$ cat src/pkg/fp_break_pkg.sv
// Shared types and constants for the floating-point error / break event pin.
// Assumes a single core clock domain and active-low pin levels.
package fp_break_pkg;

    // ****************************************************************
    // Pin levels
    // ****************************************************************
    localparam logic PIN_ASSERTED   = 1'h0;
    localparam logic PIN_DEASSERTED = 1'h1;

    // ****************************************************************
    // Reset values
    // ****************************************************************
    localparam logic ERR_LATCH_RESET = 1'h0;
    localparam logic BRK_LATCH_RESET = 1'h0;

    // ****************************************************************
    // Types
    // ****************************************************************
    typedef enum logic [1:0] {
        MODE_FP_ERROR = 2'b00,
        MODE_WAIT_BRK = 2'b01,
        MODE_BRK_HELD = 2'b10
    } pin_mode_t;

    // Platform inputs, active low as seen at the pins
    typedef struct packed {
        logic stop_clock_request_n;
        logic debug_probe_request_n;
    } platform_in_t;

    // Core-side event requests, active high
    typedef struct packed {
        logic fp_error_set;
        logic fp_error_clear;
        logic break_pending;
    } core_event_t;

endpackage

$ cat src/rtl/event_flag.sv
// Sticky event flag with set priority over clear.
// Assumes synchronous set and clear in the core clock domain.
`timescale 1ns/1ps
module event_flag
    import fp_break_pkg::*;
#(
    parameter logic RESET_VALUE = 1'h0
) (
    input  wire logic core_clk,
    input  wire logic resetn,
    input  wire logic set,
    input  wire logic clear,
    output logic      flag
);
    logic flag_reg;
    logic flag_next;

    // Set wins so that an event in the clearing cycle is kept
    assign flag_next = set ? 1'h1 : (clear ? 1'h0 : flag_reg);

    always_ff @(posedge core_clk or negedge resetn) begin
        if (!resetn) begin
            flag_reg <= RESET_VALUE;
        end else begin
            flag_reg <= flag_next;
        end
    end

    assign flag = flag_reg;
endmodule

$ cat src/rtl/fp_error_break_event_signal.sv
// Drives the shared floating-point error / pending break event pin.
// Assumes platform inputs are synchronous to core_clk and active low.
//
// Summary of operation
// - With no stop-clock request, the pin goes low while a float error is latched.
// - With a stop-clock request, the pin goes low only for a pending break, never for errors.
// - Once a break is shown, the pin stays low until the stop-clock request is released.
// - A probe request during a stop-clock request counts as a break event.
`timescale 1ns/1ps
module fp_error_break_event_signal
    import fp_break_pkg::*;
(
    input  wire logic   core_clk,
    input  wire logic   resetn,
    input  platform_in_t platform_in,
    input  core_event_t  core_event,
    output logic         fp_error_break_event_out,
    output logic         float_error_report,
    output logic         pending_break_report,
    output pin_mode_t    pin_mode
);

    // ****************************************************************
    // Input decode
    // ****************************************************************
    wire logic stop_clock_request;
    wire logic debug_probe_request;
    wire logic break_cause;
    wire logic fp_error_flag;

    assign stop_clock_request  = (platform_in.stop_clock_request_n == PIN_ASSERTED);
    assign debug_probe_request = (platform_in.debug_probe_request_n == PIN_ASSERTED);
    // Probe requests only count while a stop is requested
    assign break_cause = stop_clock_request &&
                         (core_event.break_pending || debug_probe_request);

    // ****************************************************************
    // Error latch
    // ****************************************************************
    // Error stays latched across a stop so it reappears after release
    event_flag #(
        .RESET_VALUE (ERR_LATCH_RESET)
    ) u_err_flag (
        .core_clk (core_clk),
        .resetn   (resetn),
        .set      (core_event.fp_error_set),
        .clear    (core_event.fp_error_clear),
        .flag     (fp_error_flag)
    );

    // ****************************************************************
    // Mode state machine
    // ****************************************************************
    // Reports are registered beside the pin so the two never disagree by a cycle
    pin_mode_t mode_reg;
    pin_mode_t mode_next;
    logic      pin_reg;
    logic      pin_next;
    logic      err_rep_reg;
    logic      brk_rep_reg;

    // A stop with a cause in the same cycle goes straight to held, so the far
    // side never sees a deasserted gap between an error and a break.
    // The error latch is left alone here; it reappears once the stop ends.
    always_comb begin
        mode_next = mode_reg;
        case (mode_reg)
            MODE_FP_ERROR: begin
                if (break_cause) begin
                    mode_next = MODE_BRK_HELD;
                end else if (stop_clock_request) begin
                    mode_next = MODE_WAIT_BRK;
                end
            end
            MODE_WAIT_BRK: begin
                if (!stop_clock_request) begin
                    mode_next = MODE_FP_ERROR;
                end else if (break_cause) begin
                    mode_next = MODE_BRK_HELD;
                end
            end
            MODE_BRK_HELD: begin
                if (!stop_clock_request) begin
                    mode_next = MODE_FP_ERROR;
                end
            end
            default: begin
                mode_next = MODE_FP_ERROR;
            end
        endcase
    end

    // Pin follows the next mode so it reacts one edge after its cause
    assign pin_next = (mode_next == MODE_BRK_HELD) ||
                      ((mode_next == MODE_FP_ERROR) && fp_error_flag);

    // Reset leaves the pin deasserted so the platform sees no false event
    always_ff @(posedge core_clk or negedge resetn) begin
        if (!resetn) begin
            mode_reg    <= MODE_FP_ERROR;
            pin_reg     <= 1'h0;
            err_rep_reg <= ERR_LATCH_RESET;
            brk_rep_reg <= BRK_LATCH_RESET;
        end else begin
            mode_reg    <= mode_next;
            pin_reg     <= pin_next;
            err_rep_reg <= (mode_next == MODE_FP_ERROR) && fp_error_flag;
            brk_rep_reg <= (mode_next == MODE_BRK_HELD);
        end
    end

    // ****************************************************************
    // Outputs
    // ****************************************************************
    // Pin and reports come from flops so the far side never sees a glitch
    assign fp_error_break_event_out = pin_reg ? PIN_ASSERTED : PIN_DEASSERTED;
    assign float_error_report       = err_rep_reg;
    assign pending_break_report     = brk_rep_reg;
    assign pin_mode                 = mode_reg;

    // ****************************************************************
    // Checks
    // ****************************************************************
    AST_ERR_SHOWN: assert property (@(posedge core_clk) disable iff (!resetn)
        (!stop_clock_request && !$past(stop_clock_request) && fp_error_flag && $past(fp_error_flag))
        |=> (fp_error_break_event_out == PIN_ASSERTED))
        else $error("float error not shown on pin");

    AST_NO_ERR_IN_STOP: assert property (@(posedge core_clk) disable iff (!resetn)
        (stop_clock_request && !break_cause && mode_reg != MODE_BRK_HELD)
        |=> (fp_error_break_event_out == PIN_DEASSERTED))
        else $error("pin low during stop without break");

    AST_BRK_HOLD: assert property (@(posedge core_clk) disable iff (!resetn)
        (pending_break_report && stop_clock_request)
        |=> pending_break_report && (fp_error_break_event_out == PIN_ASSERTED))
        else $error("break released while stop still requested");

    AST_BRK_END: assert property (@(posedge core_clk) disable iff (!resetn)
        (!stop_clock_request) |=> !pending_break_report)
        else $error("break held after stop release");

    AST_PROBE_BRK: assert property (@(posedge core_clk) disable iff (!resetn)
        (stop_clock_request && debug_probe_request) |=> pending_break_report)
        else $error("probe request in stop not shown as break");

    AST_PROBE_NO_STOP: assert property (@(posedge core_clk) disable iff (!resetn)
        (!stop_clock_request && !fp_error_flag) |=> (fp_error_break_event_out == PIN_DEASSERTED))
        else $error("pin low without stop or error");

    AST_ERR_KIND: assert property (@(posedge core_clk) disable iff (!resetn)
        !(float_error_report && pending_break_report))
        else $error("both report kinds at once");

    AST_PIN_LEVEL: assert property (@(posedge core_clk) disable iff (!resetn)
        (fp_error_break_event_out == PIN_ASSERTED) == (float_error_report || pending_break_report))
        else $error("pin level disagrees with reports");

    // ****************************************************************
    // Error meaning checks
    // ****************************************************************
    AST_ERR_REPORT: assert property (@(posedge core_clk) disable iff (!resetn)
        (!stop_clock_request && fp_error_flag)
        |=> float_error_report)
        else $error("latched float error not reported");

    AST_ERR_GONE: assert property (@(posedge core_clk) disable iff (!resetn)
        (!stop_clock_request && !fp_error_flag)
        |=> !float_error_report)
        else $error("float error reported with latch clear");

    AST_ERR_NOT_IN_STOP: assert property (@(posedge core_clk) disable iff (!resetn)
        stop_clock_request
        |=> !float_error_report)
        else $error("float error reported during stop");

    // A stop with no cause must blank a shown error on the next edge
    AST_STOP_ENTRY: assert property (@(posedge core_clk) disable iff (!resetn)
        ($rose(stop_clock_request) && !break_cause)
        |=> (fp_error_break_event_out == PIN_DEASSERTED))
        else $error("error still shown after stop entry");

    // ****************************************************************
    // Break meaning checks
    // ****************************************************************
    // A break may only start from a cause sampled while a stop stood
    AST_BRK_NEEDS_CAUSE: assert property (@(posedge core_clk) disable iff (!resetn)
        $rose(pending_break_report)
        |-> $past(break_cause))
        else $error("break shown without a cause in stop");

    AST_CORE_BRK: assert property (@(posedge core_clk) disable iff (!resetn)
        (stop_clock_request && core_event.break_pending)
        |=> (pending_break_report && (fp_error_break_event_out == PIN_ASSERTED)))
        else $error("core break in stop not shown");

    AST_PROBE_IGNORED: assert property (@(posedge core_clk) disable iff (!resetn)
        (!stop_clock_request && debug_probe_request)
        |=> !pending_break_report)
        else $error("probe request shown as break without stop");

    // The spare encoding is never entered, even through the default arm
    AST_MODE_LEGAL: assert property (@(posedge core_clk) disable iff (!resetn)
        pin_mode inside {MODE_FP_ERROR, MODE_WAIT_BRK, MODE_BRK_HELD})
        else $error("pin mode left the legal codes");

    // Stop modes are only reached from a stop that was sampled
    AST_WAIT_STOP: assert property (@(posedge core_clk) disable iff (!resetn)
        (pin_mode == MODE_WAIT_BRK)
        |-> $past(stop_clock_request))
        else $error("waiting for break without a stop");

    AST_HELD_STOP: assert property (@(posedge core_clk) disable iff (!resetn)
        (pin_mode == MODE_BRK_HELD)
        |-> $past(stop_clock_request))
        else $error("break held without a stop");

endmodule

$ cat config.mk
export PLATFORM = sky130hd
export DESIGN_NAME = fp_error_break_event_signal
export DESIGN_NICKNAME = d
export VERILOG_FILES = /design/src/pkg/fp_break_pkg.sv /design/src/rtl/event_flag.sv /design/src/rtl/fp_error_break_event_signal.sv
export SDC_FILE = /design/constraint.sdc
export NUM_CORES = 1
export LEC_CHECK = 0
export BUFFER_PORTS_ARGS = -buffer_cell sky130_fd_sc_hd__buf_4
export CAP_MARGIN = 20
export CORE_AREA = 2 2 39 41
export CTS_CLUSTER_DIAMETER = 50
export CTS_CLUSTER_SIZE = 40
export DETAILED_ROUTE_END_ITERATION = 12
export DIE_AREA = 0 0 41 43
export PLACE_DENSITY = 0.42
export SLEW_MARGIN = 20
export SYNTH_ARGS = -nofsm -noshare
export SYNTH_HDL_FRONTEND = slang
export SYNTH_SLANG_ARGS = --single-unit
$ cat constraint.sdc
create_clock -name core_clk -period 1.25 [get_ports core_clk]
set_input_delay 0.125 -clock core_clk [delete_from_list [all_inputs] [get_ports core_clk]]
set_output_delay 0.125 -clock core_clk [all_outputs]
set_load 0.01 [all_outputs]
==> flow_results.org <==
** Power
- Total power divided by cell area :: 1270 nW/um2
- IR analysis of the VDD net gives a maximum drop of 0.476 mV.
- Leakage power total :: 0.185 nW

** GRT
- Maximum number of pins on one net before global-route repair :: 7
- The number of global-route vias before repair came to 194.
- For this run, the total global-route usage over all layers was measured as 0.0747.
- The number of antenna violations at the first check in global routing was 0.
- Global routing finished with a remaining overflow of 0.
- The first global-routing pass estimated 745 um of wire.

** Critical path
- Cell class contributing the biggest share of worst-path delay :: flip-flops
- Total buffers and inverters traversed by the critical path :: 1
- Among all stages on the critical path, the largest delay is contributed by dfrtp_1.
- Walking the worst path, the cells encountered are buf_4.
- In this run the number of cells on the critical path is 1.
- The endpoint identified for the worst register-to-register timing path is pin_mode[1].
- For the worst flop-to-flop path, the logic depth is 2.
- Type of the worst setup path :: reg2out
- Data arrives at the worst endpoint at 0.84 ns.
- The critical path ends at pin_mode[1].
- Launch point of the worst path :: pin_mode[1]
- Highest cell delay on the worst timing path :: 0.42 ns
- In this run the worst path has a maximum fanout of 4.
- Critical path startpoint category :: flip-flop
- Launch instance of the worst register-to-register path :: pin_mode[1]
- The worst setup path is captured at an output pin.
- Data required, critical path :: 1.12 ns
- Across all register-to-register paths, the minimum setup slack is 0.32 ns.

** Drt
- The final route contains 174 vias.
- DRC marker count from the first detailed-route iteration :: 3
- Final wirelength :: 474 um
- The count of nets left with antenna violations once routing finished came out at 0.
- After detailed routing, the number of vias per cell comes to 3.70.
- Per-cell routed wire length :: 10.1 um
- For this run, design rule violations remaining after detail routing come to 0.
- Length of the first detailed-routing pass in iterations :: 2

** Job
- Max-cap violations in this run came to 0.

** Die
- Width of the die :: 41 um
- The die covers 1760 um2.
- For this design the top-level I/O count stands at 12.
- Chip Height :: 43 um
- Placeable core region :: 1380 um2
- Number of standard-cell rows in the floorplan :: 14
- For this configuration, the core starts out at a cell density of 0.162.

** Clock tree
- Clock sink total :: 6
- Clock buffer depth :: 2
- CTS tree :: built
- The number of gates resized after CTS was 0.
- Clock buffers created by TritonCTS :: 3
- Total number of H-tree levels :: 1
- Clock latency on the worst-skew pair :: 0.25 ns
- Library cell used as clock root buffer :: clkbuf_4
- Clock slew seen by the registers of the worst setup and hold paths :: 0.05 ns

** Layout
- Area taken by multi-input logic gates :: 66.3 um2
- The register with the most flip-flops in the layout has 2 of them.
- Final design instance area without fill :: 359 um2
- Share of final-layout standard cells stronger than drive strength 1 :: 0.516
- Register Area :: 150 um2
- After the last flow step, the layout net total stands at 40.
- Filler Cells Inserted :: 152
- 0 antenna diodes ended up in the layout.
- Syn-to-layout area delta :: 60.3%

** Timing
- Fin Clk Skew :: 0.00470 ns
- Max-slew violation count :: 0
- Based on the critical path, the design can be clocked at up to 1040 MHz.
- In the finished design, the share of the clock period the worst path needs comes to 0.770.
- Total Negative Setup Slacks :: 0 ns
- Setup repair after global routing left no endpoint under its margin.
- Final Setup Violations :: 0
- The total count of hold-check failures in the final report came to 0.
- The clock period could shrink to 0.963 ns.
- Transition time of the tightest slew-check pin :: 0.288 ns
- Max-slew headroom :: 0.807

** Min path
- Type of the worst min-delay path :: in2reg

** Logic synthesis
- Share of synthesized area occupied by flip-flops and latches :: 0.670
- Number of enable-type register cells in the synthesized netlist :: 0
- Post-Syn Nets :: 23
- Each instance of the synthesized netlist takes up on average 14.0 um2.
- Synth top cells by count :: 6 x dfrtp_1, 2 x inv_1, 2 x nor2_1
- Number of warnings reported in the yosys synthesis log :: 0
- After synthesis, the share of flip-flops with an asynchronous set or reset is 1.00.
- Post-synthesis instance area :: 224 um2
- Counting every instance in the synthesized netlist gives 16.
- Biggest area consumer among synthesized cells :: dfrtp_1
- Of the post-synthesis cell area, the dominant cell type holds 0.670.
- Count of cell types in the netlist :: 9
- In this run, synthesis produced a sequential element count of 6.
- The most used flip-flop cell after synthesis is dfrtp_1.
- Area contributors post-synth :: dfrtp_1 67%, nor4b_4 11%, a21o_2 3.9%
- Most common cell in the synthesized netlist :: dfrtp_1

** Place
- At the end of routability-driven placement, the weighted congestion stood at 0.630.
- Summing all placed instances gives a cell area of 327 um2.
- HPWL after detailed placement :: 371 um
- Number of buffer cells added on primary ports :: 11

** Outcome
- The run finished with clean final reports.
## logic make-up after synthesis
logic type | Yosys count | share of synthesized area
compound gates | 3 | 0.0950
buf+inv | 2 | 0.0335
flops | 6 | 0.670
simple gates | 5 | 0.201
## layout by cell type, fill, tap and decap left out
master         instances
dfrtp_1                6
buf_4                 11
inv_1                  2
o21bai_1               1
nor3b_1                1
clkbuf_4               3
a21oi_1                1
a21o_2                 1
dlygate4sd3_1          1
and2_1                 1
nor2_1                 2
nor4b_4                1
## worst min path at each step
| stage | startpoint | cells past startpoint | to |
|---|---|---|---|
| 5_1_grt | core_event[1] | 2 | u_err_flag.flag |
| 3_5_place_dp | resetn | 1 | pin_mode[0] |
| 4_1_cts | core_event[1] | 2 | u_err_flag.flag |
| 3_3_place_gp | resetn | 1 | pending_break_report |
| 2_1_floorplan | resetn | 0 | float_error_report |
| 6_report | core_event[1] | 2 | u_err_flag.flag |
## through the flow
step / hold WS (ns) / util / std cells / total power, mW / setup slack [ns]
floorplan: -0.171 / - / 16 / 0.238 / 0.329
global placement: -0.0651 / 0.236 / 43 / 0.278 / 0.357
detailed placement: -0.0622 / 0.236 / 43 / 0.279 / 0.327
CTS: 0.0404 / 0.259 / 47 / 0.469 / 0.278
global route: 0.0355 / 0.259 / 47 / 0.496 / 0.254
finish: 0.0450 / 0.259 / 47 / 0.458 / 0.287
## where the power goes
part | total, mW | internal [mW] | switching [mW]
Sequential | 0.215 | 0.208 | 0.00713
Clock | 0.180 | 0.109 | 0.0712
Combinational | 0.0631 | 0.0368 | 0.0263
## layer usage
layer  part of all wire  vias up  GRT usage
met4              0.017        0     0.0600
met1               0.44       74     0.0721
met3               0.16        2     0.0942
li1                   -       83          -
met5                  0        -          0
met2               0.38       15     0.0781
## area by class of cell
class,instances,area share
Inverter,2,0.0209
Timing Repair Buffer,12,0.258
Sequential cell,6,0.418
Clock buffer,3,0.0627
Tap cell,16,0.0557
Multi-Input combinational cell,8,0.185
## timing repair
action,CTS,global route
hold endpoints to repair,6,0
hold buffers,1,0
buffers inserted,0,0
endpoints found under the setup margin,0,0
No activity file was read; power rests on OpenSTA's default activity.
